**config.mk**
```make
export PLATFORM = sky130hd
export DESIGN_NAME = pevt_event_pin
export DESIGN_NICKNAME = d
export VERILOG_FILES = /design/src/logic/pevt_pkg.sv /design/src/logic/pevt_mean_square.sv /design/src/logic/pevt_event_pin.sv
export SDC_FILE = /design/constraint.sdc
export NUM_CORES = 2
export LEC_CHECK = 0
export BUFFER_PORTS_ARGS = -buffer_cell sky130_fd_sc_hd__buf_2
export CORE_ASPECT_RATIO = 0.5
export CORE_MARGIN = 2
export CORE_UTILIZATION = 45
export CTS_CLUSTER_SIZE = 24
export DETAILED_ROUTE_END_ITERATION = 6
export GPL_ROUTABILITY_DRIVEN = 0
export PLACE_DENSITY = 0.74
export SYNTH_ARGS = -nofsm -noshare
export SYNTH_HDL_FRONTEND = slang
export SYNTH_SLANG_ARGS = --single-unit
```
**constraint.sdc**
```tcl
create_clock -name pclk -period 4.91 [get_ports pclk]
set_input_delay 0.7365 -clock pclk [delete_from_list [all_inputs] [get_ports pclk]]
set_output_delay 0.7365 -clock pclk [all_outputs]
set_load 0.03 [all_outputs]
```
**src/logic/pevt_pkg.sv**
```systemverilog
// Package: register map, field positions and carriers of the power event pin logic
package pevt_pkg;
  localparam int unsigned ADDR_W = 8;
  // Register byte offsets
  localparam logic [7:0] OFF_EVENT_CFG = 8'h00;
  localparam logic [7:0] OFF_SAG_LIMIT = 8'h04;
  localparam logic [7:0] OFF_SURGE_LIMIT = 8'h08;
  localparam logic [7:0] OFF_CUR_LIMIT = 8'h0C;
  localparam logic [7:0] OFF_POW_LIMIT = 8'h10;
  localparam logic [7:0] OFF_CTRL = 8'h14;
  localparam logic [7:0] OFF_EVENT_STAT = 8'h18;
  localparam logic [7:0] OFF_IRQ_STAT = 8'h1C;
  localparam logic [7:0] OFF_IRQ_MASK = 8'h20;
  localparam logic [7:0] OFF_MEAN_SQ = 8'h24;
  // Event configuration field positions
  localparam int unsigned POS_POW_PIN = 19;
  localparam int unsigned POS_CUR_PIN = 18;
  localparam int unsigned POS_VHI_PIN = 17;
  localparam int unsigned POS_VLO_PIN = 16;
  localparam int unsigned POS_MANUAL = 14;
  localparam int unsigned POS_CUR_CLR = 11;
  localparam int unsigned POS_POW_CLR = 10;
  localparam int unsigned POS_VHI_CLR = 9;
  localparam int unsigned POS_VLO_CLR = 8;
  localparam int unsigned POS_VHI_LAT = 7;
  localparam int unsigned POS_VLO_LAT = 6;
  localparam int unsigned POS_POW_LAT = 5;
  localparam int unsigned POS_CUR_LAT = 4;
  localparam int unsigned POS_VHI_SIM = 3;
  localparam int unsigned POS_VLO_SIM = 2;
  localparam int unsigned POS_POW_SIM = 1;
  localparam int unsigned POS_CUR_SIM = 0;
  // Control register field positions
  localparam int unsigned POS_MANUAL_MODE = 0;
  localparam int unsigned POS_NONE_MODE = 1;
  // Writable mask of the event configuration word; clear bits self-clear
  localparam logic [31:0] CFG_WMASK = 32'h000F_4FFF;
  localparam logic [31:0] CFG_RESET = 32'h0000_0000;
  localparam logic [31:0] LIMIT_RESET = 32'h0000_0000;
  localparam logic [31:0] SURGE_RESET = 32'hFFFF_FFFF;
  // Events in internal order: current, power, volt high, volt low
  typedef struct packed {
    logic volt_low;
    logic volt_high;
    logic power_high;
    logic current_high;
  } pevt_events_t;
  typedef struct packed {
    logic valid;
    logic [15:0] volt;
    logic [31:0] current_ms;
    logic [31:0] power;
  } pevt_meas_t;
endpackage : pevt_pkg

```
**src/logic/pevt_mean_square.sv**
```systemverilog
// Trailing half-line-cycle running mean square of voltage samples
`timescale 1ns/10ps
module pevt_mean_square #(
  parameter int unsigned DEPTH = 64,
  parameter int unsigned SAMPLE_W = 16
) (
  // Clock and reset
  input wire logic pclk,
  input wire logic presetn,
  // Samples
  input wire logic sample_valid,
  input wire logic signed [SAMPLE_W-1:0] sample,
  // Result
  output logic ms_valid,
  output logic [2*SAMPLE_W-1:0] trailing_volt_mean_square
);
  localparam int unsigned PTR_W = $clog2(DEPTH);
  localparam int unsigned SUM_W = 2 * SAMPLE_W + PTR_W;

  // The pointer wraps by overflow, so only powers of two keep the window exact
  if (DEPTH < 2 || (DEPTH & (DEPTH - 1)) != 0) begin : g_bad_depth
    $error("DEPTH must be a power of two of at least 2");
  end

  logic [2*SAMPLE_W-1:0] window [DEPTH];
  logic [PTR_W-1:0] wr_ptr;
  logic [SUM_W-1:0] sum;
  logic [2*SAMPLE_W-1:0] square;

  assign square = (2*SAMPLE_W)'(sample * sample);

  // Window memory holds squares so the running sum only adds and subtracts
  always_ff @(posedge pclk) begin
    if (sample_valid) begin
      window[wr_ptr] <= square;
    end
  end

  always_ff @(posedge pclk or negedge presetn) begin
    if (!presetn) begin
      wr_ptr <= '0;
    end else if (sample_valid) begin
      wr_ptr <= wr_ptr + 1'b1;
    end
  end

  // Oldest word is unwritten after reset; the filled flag masks it out
  logic filled;
  always_ff @(posedge pclk or negedge presetn) begin
    if (!presetn) begin
      filled <= 1'b0;
    end else if (sample_valid && wr_ptr == PTR_W'(DEPTH - 1)) begin
      filled <= 1'b1;
    end
  end

  // Result carries the sample just taken, so ms_valid and the value pair up
  logic [SUM_W-1:0] next_sum;
  assign next_sum = sum + SUM_W'(square) - (filled ? SUM_W'(window[wr_ptr]) : SUM_W'(0));

  always_ff @(posedge pclk or negedge presetn) begin
    if (!presetn) begin
      sum <= '0;
    end else if (sample_valid) begin
      sum <= next_sum;
    end
  end

  always_ff @(posedge pclk or negedge presetn) begin
    if (!presetn) begin
      ms_valid <= 1'b0;
      trailing_volt_mean_square <= '0;
    end else begin
      ms_valid <= sample_valid;
      if (sample_valid) begin
        trailing_volt_mean_square <= next_sum[SUM_W-1:PTR_W];
      end
    end
  end
endmodule : pevt_mean_square

```
**src/logic/pevt_event_pin.sv**
```systemverilog
// Event detection, event configuration register and event pin control on APB
`timescale 1ns/10ps
module pevt_event_pin #(
  parameter int unsigned HALF_CYCLE_SAMPLES = 64,
  parameter int unsigned SAMPLE_W = 16
) (
  // APB
  input wire logic pclk,
  input wire logic presetn,
  input wire logic psel,
  input wire logic penable,
  input wire logic pwrite,
  input wire logic [pevt_pkg::ADDR_W-1:0] paddr,
  input wire logic [31:0] pwdata,
  input wire logic [3:0] pstrb,
  output logic [31:0] prdata,
  output logic pready,
  output logic pslverr,
  // Measurements from the calculation engine
  input wire logic volt_sample_valid,
  input wire logic signed [SAMPLE_W-1:0] volt_sample,
  input wire pevt_pkg::pevt_meas_t meas,
  // Outputs
  output logic event_pin,
  output logic irq
);
  // ============================================================
  // Parameter checks
  if (2 * SAMPLE_W > 32) begin : g_bad_sample_w
    $error("SAMPLE_W above 16 does not fit the 32-bit limits");
  end
  // The window pointer wraps by overflow, so its depth must be a power of two
  if (HALF_CYCLE_SAMPLES < 2 || (HALF_CYCLE_SAMPLES & (HALF_CYCLE_SAMPLES - 1)) != 0) begin : g_bad_depth
    $error("HALF_CYCLE_SAMPLES must be a power of two of at least 2");
  end

  // ============================================================
  // Register state
  logic [31:0] cfg;
  logic [31:0] sag_limit;
  logic [31:0] surge_limit;
  logic [31:0] cur_limit;
  logic [31:0] pow_limit;
  logic [1:0] ctrl;
  pevt_pkg::pevt_events_t flags;
  pevt_pkg::pevt_events_t cond;
  pevt_pkg::pevt_events_t sim;
  pevt_pkg::pevt_events_t lat;
  pevt_pkg::pevt_events_t clr;
  pevt_pkg::pevt_events_t map;
  pevt_pkg::pevt_events_t irq_stat;
  pevt_pkg::pevt_events_t irq_mask;
  logic ms_valid;
  logic [2*SAMPLE_W-1:0] mean_sq;
  logic [31:0] rd_word;

  function automatic logic [31:0] merge(input logic [31:0] old, input logic [31:0] wd, input logic [3:0] be);
    logic [31:0] r;
    r = old;
    for (int i = 0; i < 4; i++) begin
      if (be[i]) begin
        r[8*i +: 8] = wd[8*i +: 8];
      end
    end
    return r;
  endfunction : merge

  // ============================================================
  // APB decode
  logic wr_en;
  logic rd_en;
  logic addr_ok;
  assign pready = 1'b1;
  assign wr_en = psel && penable && pwrite;
  assign rd_en = psel && penable && !pwrite;
  always_comb begin
    unique case (paddr)
      pevt_pkg::OFF_EVENT_CFG, pevt_pkg::OFF_SAG_LIMIT, pevt_pkg::OFF_SURGE_LIMIT,
      pevt_pkg::OFF_CUR_LIMIT, pevt_pkg::OFF_POW_LIMIT, pevt_pkg::OFF_CTRL,
      pevt_pkg::OFF_EVENT_STAT, pevt_pkg::OFF_IRQ_STAT, pevt_pkg::OFF_IRQ_MASK,
      pevt_pkg::OFF_MEAN_SQ: addr_ok = 1'b1;
      default: addr_ok = 1'b0;
    endcase
  end
  assign pslverr = psel && penable && !addr_ok;

  function automatic logic hit(input logic [pevt_pkg::ADDR_W-1:0] a, input logic [7:0] off);
    return a == off;
  endfunction : hit

  // ============================================================
  // Event configuration register; clear bits never stored so they read back zero
  always_ff @(posedge pclk or negedge presetn) begin
    if (!presetn) begin
      cfg <= pevt_pkg::CFG_RESET;
    end else if (wr_en && hit(paddr, pevt_pkg::OFF_EVENT_CFG)) begin
      cfg <= merge(cfg, pwdata, pstrb) & pevt_pkg::CFG_WMASK & ~32'h0000_0F00;
    end
  end

  // One-cycle clear pulse from a write of one to a clear bit
  always_comb begin
    clr = '0;
    if (wr_en && hit(paddr, pevt_pkg::OFF_EVENT_CFG) && pstrb[1]) begin
      clr.current_high = pwdata[pevt_pkg::POS_CUR_CLR];
      clr.power_high = pwdata[pevt_pkg::POS_POW_CLR];
      clr.volt_high = pwdata[pevt_pkg::POS_VHI_CLR];
      clr.volt_low = pwdata[pevt_pkg::POS_VLO_CLR];
    end
  end

  // Limits reset to values that keep every compare quiet until software arms them
  always_ff @(posedge pclk or negedge presetn) begin
    if (!presetn) begin
      sag_limit <= pevt_pkg::LIMIT_RESET;
    end else if (wr_en && hit(paddr, pevt_pkg::OFF_SAG_LIMIT)) begin
      sag_limit <= merge(sag_limit, pwdata, pstrb);
    end
  end

  always_ff @(posedge pclk or negedge presetn) begin
    if (!presetn) begin
      surge_limit <= pevt_pkg::SURGE_RESET;
    end else if (wr_en && hit(paddr, pevt_pkg::OFF_SURGE_LIMIT)) begin
      surge_limit <= merge(surge_limit, pwdata, pstrb);
    end
  end

  always_ff @(posedge pclk or negedge presetn) begin
    if (!presetn) begin
      cur_limit <= pevt_pkg::SURGE_RESET;
    end else if (wr_en && hit(paddr, pevt_pkg::OFF_CUR_LIMIT)) begin
      cur_limit <= merge(cur_limit, pwdata, pstrb);
    end
  end

  always_ff @(posedge pclk or negedge presetn) begin
    if (!presetn) begin
      pow_limit <= pevt_pkg::SURGE_RESET;
    end else if (wr_en && hit(paddr, pevt_pkg::OFF_POW_LIMIT)) begin
      pow_limit <= merge(pow_limit, pwdata, pstrb);
    end
  end

  // Control: bit 0 selects the manual level, bit 1 holds the pin low when bit 0 is clear
  always_ff @(posedge pclk or negedge presetn) begin
    if (!presetn) begin
      ctrl <= 2'h0;
    end else if (wr_en && hit(paddr, pevt_pkg::OFF_CTRL) && pstrb[0]) begin
      ctrl <= pwdata[1:0];
    end
  end

  // ============================================================
  // Field views
  assign sim = '{volt_low: cfg[pevt_pkg::POS_VLO_SIM], volt_high: cfg[pevt_pkg::POS_VHI_SIM],
                 power_high: cfg[pevt_pkg::POS_POW_SIM], current_high: cfg[pevt_pkg::POS_CUR_SIM]};
  assign lat = '{volt_low: cfg[pevt_pkg::POS_VLO_LAT], volt_high: cfg[pevt_pkg::POS_VHI_LAT],
                 power_high: cfg[pevt_pkg::POS_POW_LAT], current_high: cfg[pevt_pkg::POS_CUR_LAT]};
  assign map = '{volt_low: cfg[pevt_pkg::POS_VLO_PIN], volt_high: cfg[pevt_pkg::POS_VHI_PIN],
                 power_high: cfg[pevt_pkg::POS_POW_PIN], current_high: cfg[pevt_pkg::POS_CUR_PIN]};

  // ============================================================
  // Voltage mean square
  pevt_mean_square #(
    .DEPTH(HALF_CYCLE_SAMPLES),
    .SAMPLE_W(SAMPLE_W)
  ) u_mean_square (
    .pclk(pclk),
    .presetn(presetn),
    .sample_valid(volt_sample_valid),
    .sample(volt_sample),
    .ms_valid(ms_valid),
    .trailing_volt_mean_square(mean_sq)
  );

  // ============================================================
  // Raw conditions, held between their evaluation instants
  always_ff @(posedge pclk or negedge presetn) begin
    if (!presetn) begin
      cond <= '0;
    end else begin
      if (ms_valid) begin
        cond.volt_low <= 32'(mean_sq) < sag_limit;
        cond.volt_high <= 32'(mean_sq) > surge_limit;
      end
      if (meas.valid) begin
        cond.current_high <= meas.current_ms > cur_limit;
        cond.power_high <= meas.power > pow_limit;
      end
    end
  end

  // Event flags: latched ones hold until cleared, others follow the condition
  pevt_pkg::pevt_events_t raw;
  assign raw = cond | sim;
  always_ff @(posedge pclk or negedge presetn) begin
    if (!presetn) begin
      flags <= '0;
    end else begin
      flags <= (raw & ~clr) | (flags & lat & ~clr);
    end
  end

  // ============================================================
  // Event pin
  // Registered so the pin cannot glitch while flags and map change on one edge
  always_ff @(posedge pclk or negedge presetn) begin
    if (!presetn) begin
      event_pin <= 1'b0;
    end else if (ctrl[pevt_pkg::POS_MANUAL_MODE]) begin
      event_pin <= cfg[pevt_pkg::POS_MANUAL];
    end else if (ctrl[pevt_pkg::POS_NONE_MODE]) begin
      event_pin <= 1'b0;
    end else begin
      event_pin <= |(flags & map);
    end
  end

  // ============================================================
  // Interrupt status: rising flags set, read clears, set wins
  pevt_pkg::pevt_events_t flags_d;
  logic stat_rd;
  logic [3:0] read_clear;
  assign stat_rd = rd_en && hit(paddr, pevt_pkg::OFF_IRQ_STAT);
  always_ff @(posedge pclk or negedge presetn) begin
    if (!presetn) begin
      flags_d <= '0;
    end else begin
      flags_d <= flags;
    end
  end

  // A read clears only the bits it returned, so an event set during the transfer survives
  always_comb begin
    read_clear = 4'h0;
    if (stat_rd) begin
      read_clear = prdata[3:0];
    end
  end

  always_ff @(posedge pclk or negedge presetn) begin
    if (!presetn) begin
      irq_stat <= '0;
    end else begin
      irq_stat <= (irq_stat & ~read_clear) | (flags & ~flags_d);
    end
  end

  always_ff @(posedge pclk or negedge presetn) begin
    if (!presetn) begin
      irq_mask <= '0;
    end else if (wr_en && hit(paddr, pevt_pkg::OFF_IRQ_MASK) && pstrb[0]) begin
      irq_mask <= pwdata[3:0];
    end
  end

  assign irq = |(irq_stat & irq_mask);

  // ============================================================
  // Read word is captured in the setup cycle, so prdata comes from a flip-flop with no wait state
  always_comb begin
    rd_word = 32'h0000_0000;
    unique case (1'b1)
      hit(paddr, pevt_pkg::OFF_EVENT_CFG): rd_word = cfg;
      hit(paddr, pevt_pkg::OFF_SAG_LIMIT): rd_word = sag_limit;
      hit(paddr, pevt_pkg::OFF_SURGE_LIMIT): rd_word = surge_limit;
      hit(paddr, pevt_pkg::OFF_CUR_LIMIT): rd_word = cur_limit;
      hit(paddr, pevt_pkg::OFF_POW_LIMIT): rd_word = pow_limit;
      hit(paddr, pevt_pkg::OFF_CTRL): rd_word = {30'h0, ctrl};
      hit(paddr, pevt_pkg::OFF_EVENT_STAT): rd_word = {28'h0, flags};
      hit(paddr, pevt_pkg::OFF_IRQ_STAT): rd_word = {28'h0, irq_stat};
      hit(paddr, pevt_pkg::OFF_IRQ_MASK): rd_word = {28'h0, irq_mask};
      hit(paddr, pevt_pkg::OFF_MEAN_SQ): rd_word = 32'(mean_sq);
      default: rd_word = 32'h0000_0000;
    endcase
  end

  // Held through the access phase of a read only, zero otherwise
  always_ff @(posedge pclk or negedge presetn) begin
    if (!presetn) begin
      prdata <= 32'h0000_0000;
    end else if (psel && !penable && !pwrite) begin
      prdata <= rd_word;
    end else begin
      prdata <= 32'h0000_0000;
    end
  end
endmodule : pevt_event_pin

```
**Yosys cells after proc, flatten, opt, wreduce, memory -nomap -nowiden**

Memory sizes are Yosys's and may differ from the RTL's.
Cells that the tools add are included.

- Register bits after elaboration: 274
- Bits in writable memories: 2048
- Bits of input ports: 147
- Output and inout port bits: 36
- Memories kept: 1

- Add/subtract/negate cells: 3
- Multiply operators: 1
- Magnitude comparators: 4
- Equal/unequal tests: 10
- Mux-type cells: 10
- Bitwise gates (word level): 13
- Reduce and logical (&&, ||, !) cells: 44

Memory list:

| name | words | width | read ports | clocked after memory_dff | write ports | line | RTL |
|---|---|---|---|---|---|---|---|
| u_mean_square.window | 64 | 32 | 1 | 0 | 1 | pevt_mean_square.sv:25 | `logic [2*SAMPLE_W-1:0] window [DEPTH];` |

Operators with widths:

| cell | number |
|---|---|
| $pmux W32 S10 | 1 |
| $gt A32 B32 Y1 | 3 |
| $mux W32 | 2 |
| $add A38 B32 Y38 | 1 |
| $reduce_and A2 Y1 | 19 |
| $sub A38 B38 Y38 | 1 |
| $eq A8 B5 Y1 const B | 4 |
| $lt A32 B32 Y1 | 1 |
| $mul A16 B16 Y32 | 1 |
| $and A4 B4 Y4 | 7 |
| $logic_and A1 B1 Y1 | 18 |
| $eq A8 B4 Y1 const B | 2 |
| $eq A8 B6 Y1 const B | 2 |
| $not A4 Y4 | 3 |
| $or A4 B4 Y4 | 3 |
| $reduce_or A10 Y1 | 1 |
| $eq A8 B3 Y1 const B | 1 |
| $logic_not A8 Y1 | 1 |
| $mux W4 | 2 |
| $reduce_or A4 Y1 | 2 |
| $add A6 B1 Y6 const B | 1 |
| $eq A6 B6 Y1 const B | 1 |
| $mux W1 | 5 |
| $logic_not A1 Y1 | 3 |

**Logic depth before layout (Yosys ltp)**

- Depth in word-level cells: 8
- Depth in mapped cells: 39
- Depth with buffers taken out: 37

**Modules after synthesis**

From an unflattened synthesis, not the netlist that was laid out.

- Cell total of the unflattened synthesis: 6290
- Area total of the unflattened synthesis: 96675.2 µm²

Modules (own cells, without submodules):

| module | times used | cells an instance | area an instance (µm²) | sequential area each (µm²) |
|---|---|---|---|---|
| pevt_mean_square | 1 | 5206 | 85052.8 | 60728.2 |
| pevt_event_pin | 1 | 1084 | 11622.4 | 5024.8 |

**Worst setup path before layout**

OpenSTA, ideal clock, no wires.

- Path type: input to register
- Start point: input port volt_sample[1]
- End point: register u_mean_square.sum[37]
- Library setup time: 79 ps
- Data arrival time: 10776 ps
- Required time: 4831 ps
- Setup slack: -5945 ps
- Stages on the path: 35
- Path buffers: 3
- Cells stage by stage: clkbuf_1 > clkbuf_1 > and2_1 > fa_1 > inv_1 > fa_1 > inv_1 > fa_1 > fa_1 > fa_1 > inv_1 > fa_1 > inv_1 > ha_1 > and3_1 > a221o_1 > a31o_1 > a211o_1 > o41a_1 > xor2_1 > inv_1 > fa_1 > inv_1 > ha_1 > clkbuf_1 > o21a_1 > o211ai_1 > a31oi_1 > a211o_1 > a41o_1 > nand4_1 > a31oi_1 > or3_1 > a21oi_1 > xor2_1

- Cells in the longest elaborated chain, start to end: 3

RTL lines:

| element | line | RTL |
|---|---|---|
| start, declared | pevt_event_pin.sv:21 | `input wire logic signed [SAMPLE_W-1:0] volt_sample,` |
| $mul A16 B16 Y32 | pevt_mean_square.sv:30 | `assign square = (2*SAMPLE_W)'(sample * sample);` |
| named net u_mean_square.square[23] | pevt_mean_square.sv:28 | `logic [2*SAMPLE_W-1:0] square;` |
| $add A38 B32 Y38 | pevt_mean_square.sv:59 | `assign next_sum = sum + SUM_W'(square) - (filled ? SUM_W'(window[wr_ptr]) : SUM_W'(0));` |
| $sub A38 B38 Y38 | pevt_mean_square.sv:59 |  |
| end signal, assigned | pevt_mean_square.sv:65 | `sum <= next_sum;` |
| end, declared | pevt_mean_square.sv:27 | `logic [SUM_W-1:0] sum;` |

The timed path passes the listed nets, and every way through them passes these cells.
A chain may end at the register's enable or synchronous reset.

**Final worst setup path**

Same ends and word-level chain as after synthesis.

==> impl_results.md <==
* CP Depth at 35
* Status: complete, but fails checks
* Final Hold Vio Count at 0
* Worst Hold Class: input pin to flop
* Max Fclk at 120.6 MHz
* Routed Antenna Nets at 0
* Synth top area share at 0.6211
* Least-Margin Pin Slew at 1.523 ns
* Total wire length at 313,900 um
* Req. time, crit path at 5.67 ns
* YS warnings at 0
* CP endpoint kind: flop
* WL/cell at 30.67 um
* #FFs+latches synth at 2,226
* Register area share after synthesis at 0.6855
* Family with the most delay on the worst path: adder cells
* CP startpoint: volt_sample[1]
* Post-Syn Area at 0.09592 sq mm
* Clk_lat worst skew at 0.87 ns
* Placed wire-length estimate at 205,600 um
* Cell Area, Placed at 0.1078 sq mm
* CTS clk-pin slew, worst paths at 0.06 ns
* Via Count at 64,870
* Synthesis-to-layout area growth at 20.88%
* Clk sinks at 2,226
* Port-buffer cells at 165
* Rows at 119
* Nets at 7,885
* Failing checks: DRC, capacitance limit, slew limit, setup timing
* Yosys top cell by area: edfxtp_1
* Share of layout cells above drive strength 1 at 0.2524
* Core ar. at 0.2111 sq mm
* Post-synth EDFFs at 1,984
* Number of antenna violations at the first check in global routing at 29
* Ys flop type: edfxtp_1
* Pre-Repair DR Iteration Count at 7
* Reg2reg setup slack at -1.63 ns
* Chip Width at 656.9 um
* Inserted Clock Buffers at 198
* Clock Tree Buf Depth at 3
* Starting Density at 0.4543
* Slew Limit Headroom at -0.02474
* Worst-path fanout max at 4
* Die span in y at 330.5 um
* Footprint of the multi-input gates at 0.02881 sq mm
* CTS tree: done
* Root buf cell: clkbuf_16
* Unrepaired setup endpoints after global routing: true
* Post-synth ARST share at 0.1087
* RR Startpoint: u_mean_square.wr_ptr[0]
* Vias per cell at 6.339
* WP data arrival at 9.05 ns
* Slowest-stage cell, CP: fa_1
* DRC at 1
* Largest net degree at the start of global routing at 110
* Gr ovfl total at 0
* Final Max Tran Viols at 2
* Max Cap Viol at 1
* Most frequent CP cell: fa_1
* Yosys cell types at 77
* FF-to-FF End: u_mean_square.sum[32]
* H-tree Lvls at 4
* PnR worst setup slack at -3.380 ns
* Kind of critical path: input pin to flop
* Global-route wire length before repair at 438,000 um
* Design Area, Final at 0.1159 sq mm
* Worst reg2reg path depth at 19
* Vias in the first global route at 62,480
* IO Count at 183
* Period utilisation layout at 1.688
* Die area at 0.2171 sq mm
* Filler Cells Inserted at 16,120
* CP Launch Type: input pin
* Final setup violation count at 1,586
* Final Skew at 0.04163 ns
* Bufs and invs on worst path at 9
* Synth Area per Inst at 15.39 sq um
* Register area at 0.06575 sq mm
* Fin util at 0.5492
* CP max stage delay at 0.60 ns
* Critical Path End: u_mean_square.sum[37]
* Tot GR Track Use at 0.2778
* Synth top area cells: edfxtp_1 (62%), fa_1 (5.6%), a22oi_1 (4.9%)
* Final worst path period need at 8.290 ns
* Syn Inst Count at 6,231
* Initial detailed-routing violation count at 10,070
synth_stat cells (all sizes together) (10+ instances only):
master and n:
inv 499, a41o 10, buf 95, nand3 34, or4 23, nor2b 25, mux2 138, and3 14
nand2b 23, mux2i 27, a22o 201, nor3 29, o21a 22, ha 252, nand4 80, xnor2 49
a21oi 184, a21o 68, edfxtp 1984, a31oi 214, dfstp 96, a221oi 209, nor4 19, xor2 25
and2 59, nor2 168, a211oi 10, dfrtp 146, nand2 187, fa 268, clkbuf 228, o21ai 119
a22oi 631
tightest hold or removal path: cells and delay by family:
| kind | cells | cell delay, ns |
|---|---|---|
| compound gates | 1 | 0.07 |
| buf+inv | 1 | 0.13 |
| simple gates | 1 | 0.05 |
state kept, by name (all words and copies together), names as in the netlist, 6 cells and up:
| name | flops |
|---|---|
| sag_limit | 32 |
| u_mean_square.wr_ptr | 6 |
| pow_limit | 32 |
| cfg | 13 |
| prdata | 32 |
| surge_limit | 32 |
| u_mean_square.sum | 38 |
| cur_limit | 32 |
| u_mean_square.window | 1984 |
worst min-delay path by stage:
stage	from	endpoint	slack, ns	cells past startpoint
2_1_floorplan	flags[0]	flags_d[0]	0.40	0
3_3_place_gp	flags_d[1]	irq_stat[1]	0.40	1
3_5_place_dp	flags_d[2]	irq_stat[2]	0.41	1
4_1_cts	pwdata[20]	surge_limit[20]	0.11	3
5_1_grt	pwdata[21]	surge_limit[21]	0.13	3
6_report	pwdata[21]	surge_limit[21]	0.15	3
cell usage in the layout, fill, tap and decap left out, drive strengths merged, types with 8 or more instances in the layout:
cell type | Yosys | final
clkinv | 1 | 80
xor2 | 25 | 25
a22oi | 631 | 631
nand2b | 23 | 23
o31ai | 9 | 9
a221oi | 209 | 209
a21o | 68 | 68
clkbuf | 228 | 261
buf | 95 | 1093
nor2b | 25 | 25
nor4 | 19 | 19
a41o | 10 | 10
mux2i | 27 | 27
or4 | 23 | 23
o21a | 22 | 22
dfstp | 96 | 96
nand2 | 187 | 187
a22o | 201 | 201
and3 | 14 | 14
inv | 499 | 508
dfrtp | 146 | 146
a211oi | 10 | 10
xnor2 | 49 | 49
nand3 | 34 | 34
edfxtp | 1984 | 1984
bufinv | 0 | 14
a21oi | 184 | 184
mux2 | 138 | 138
a222oi | 8 | 8
o21ai | 119 | 119
or2 | 9 | 9
nor3 | 29 | 29
ha | 252 | 252
a31oi | 214 | 214
and2 | 59 | 59
nand4 | 80 | 80
diode | 0 | 14
nor2 | 168 | 168
fa | 268 | 268
repair_timing:
action,4_1_cts,5_1_grt
gates cloned,4,18
endpoints found under the setup margin,1585,1586
hold buffers,1,0
setup buffers,17,28
endpoints found under the hold margin,55,0
pin swaps,53,102
gates resized for setup,99,125
final cells by class:
cell class,count,share of cell area
clock inverters,109,0.008892
repair buffers,1109,0.08318
diodes,14,0.0003021
inverters,500,0.01621
flip-flops and latches,2226,0.5671
multi-input cells,3183,0.2485
well taps,2843,0.03068
clock buffers,249,0.04519
layer usage:
metal  up-vias  track usage  routed length [um]
li1      26290            -                   -
met1     32320       0.3674              111800
met2      5336       0.4057              133200
met3       888       0.1123               52660
met4        28       0.1221               15740
met5         -            0                 429
metrics by stage:
stage                     hold WS (ns)  setup TNS [ns]  cells  setup slack, ns
after floorplan                 0.3956        -2715.91   6232           -4.442
after global routing            0.1314        -2193.71  10220           -3.584
after detailed placement        0.4140        -3791.33   9795           -4.343
final                           0.1531        -1991.07  10230           -3.380
after global placement          0.4031        -3637.70   9795           -4.265
after CTS                       0.1089        -1961.12  10170           -3.387
cells by family after synthesis:
kind of cell,Yosys count,share of synthesized area
xor+xnor,74,0.006835
mux,165,0.01902
other cells,1,0.00003909
simple gates,700,0.03643
compound gates,1722,0.1307
fa+ha+maj,520,0.08880
buf+inv,823,0.03269
flops,2226,0.6855
Power is left out: the tool's default activity adds up to more than one toggle a clock period on the data nets, which glitch-free logic cannot reach.
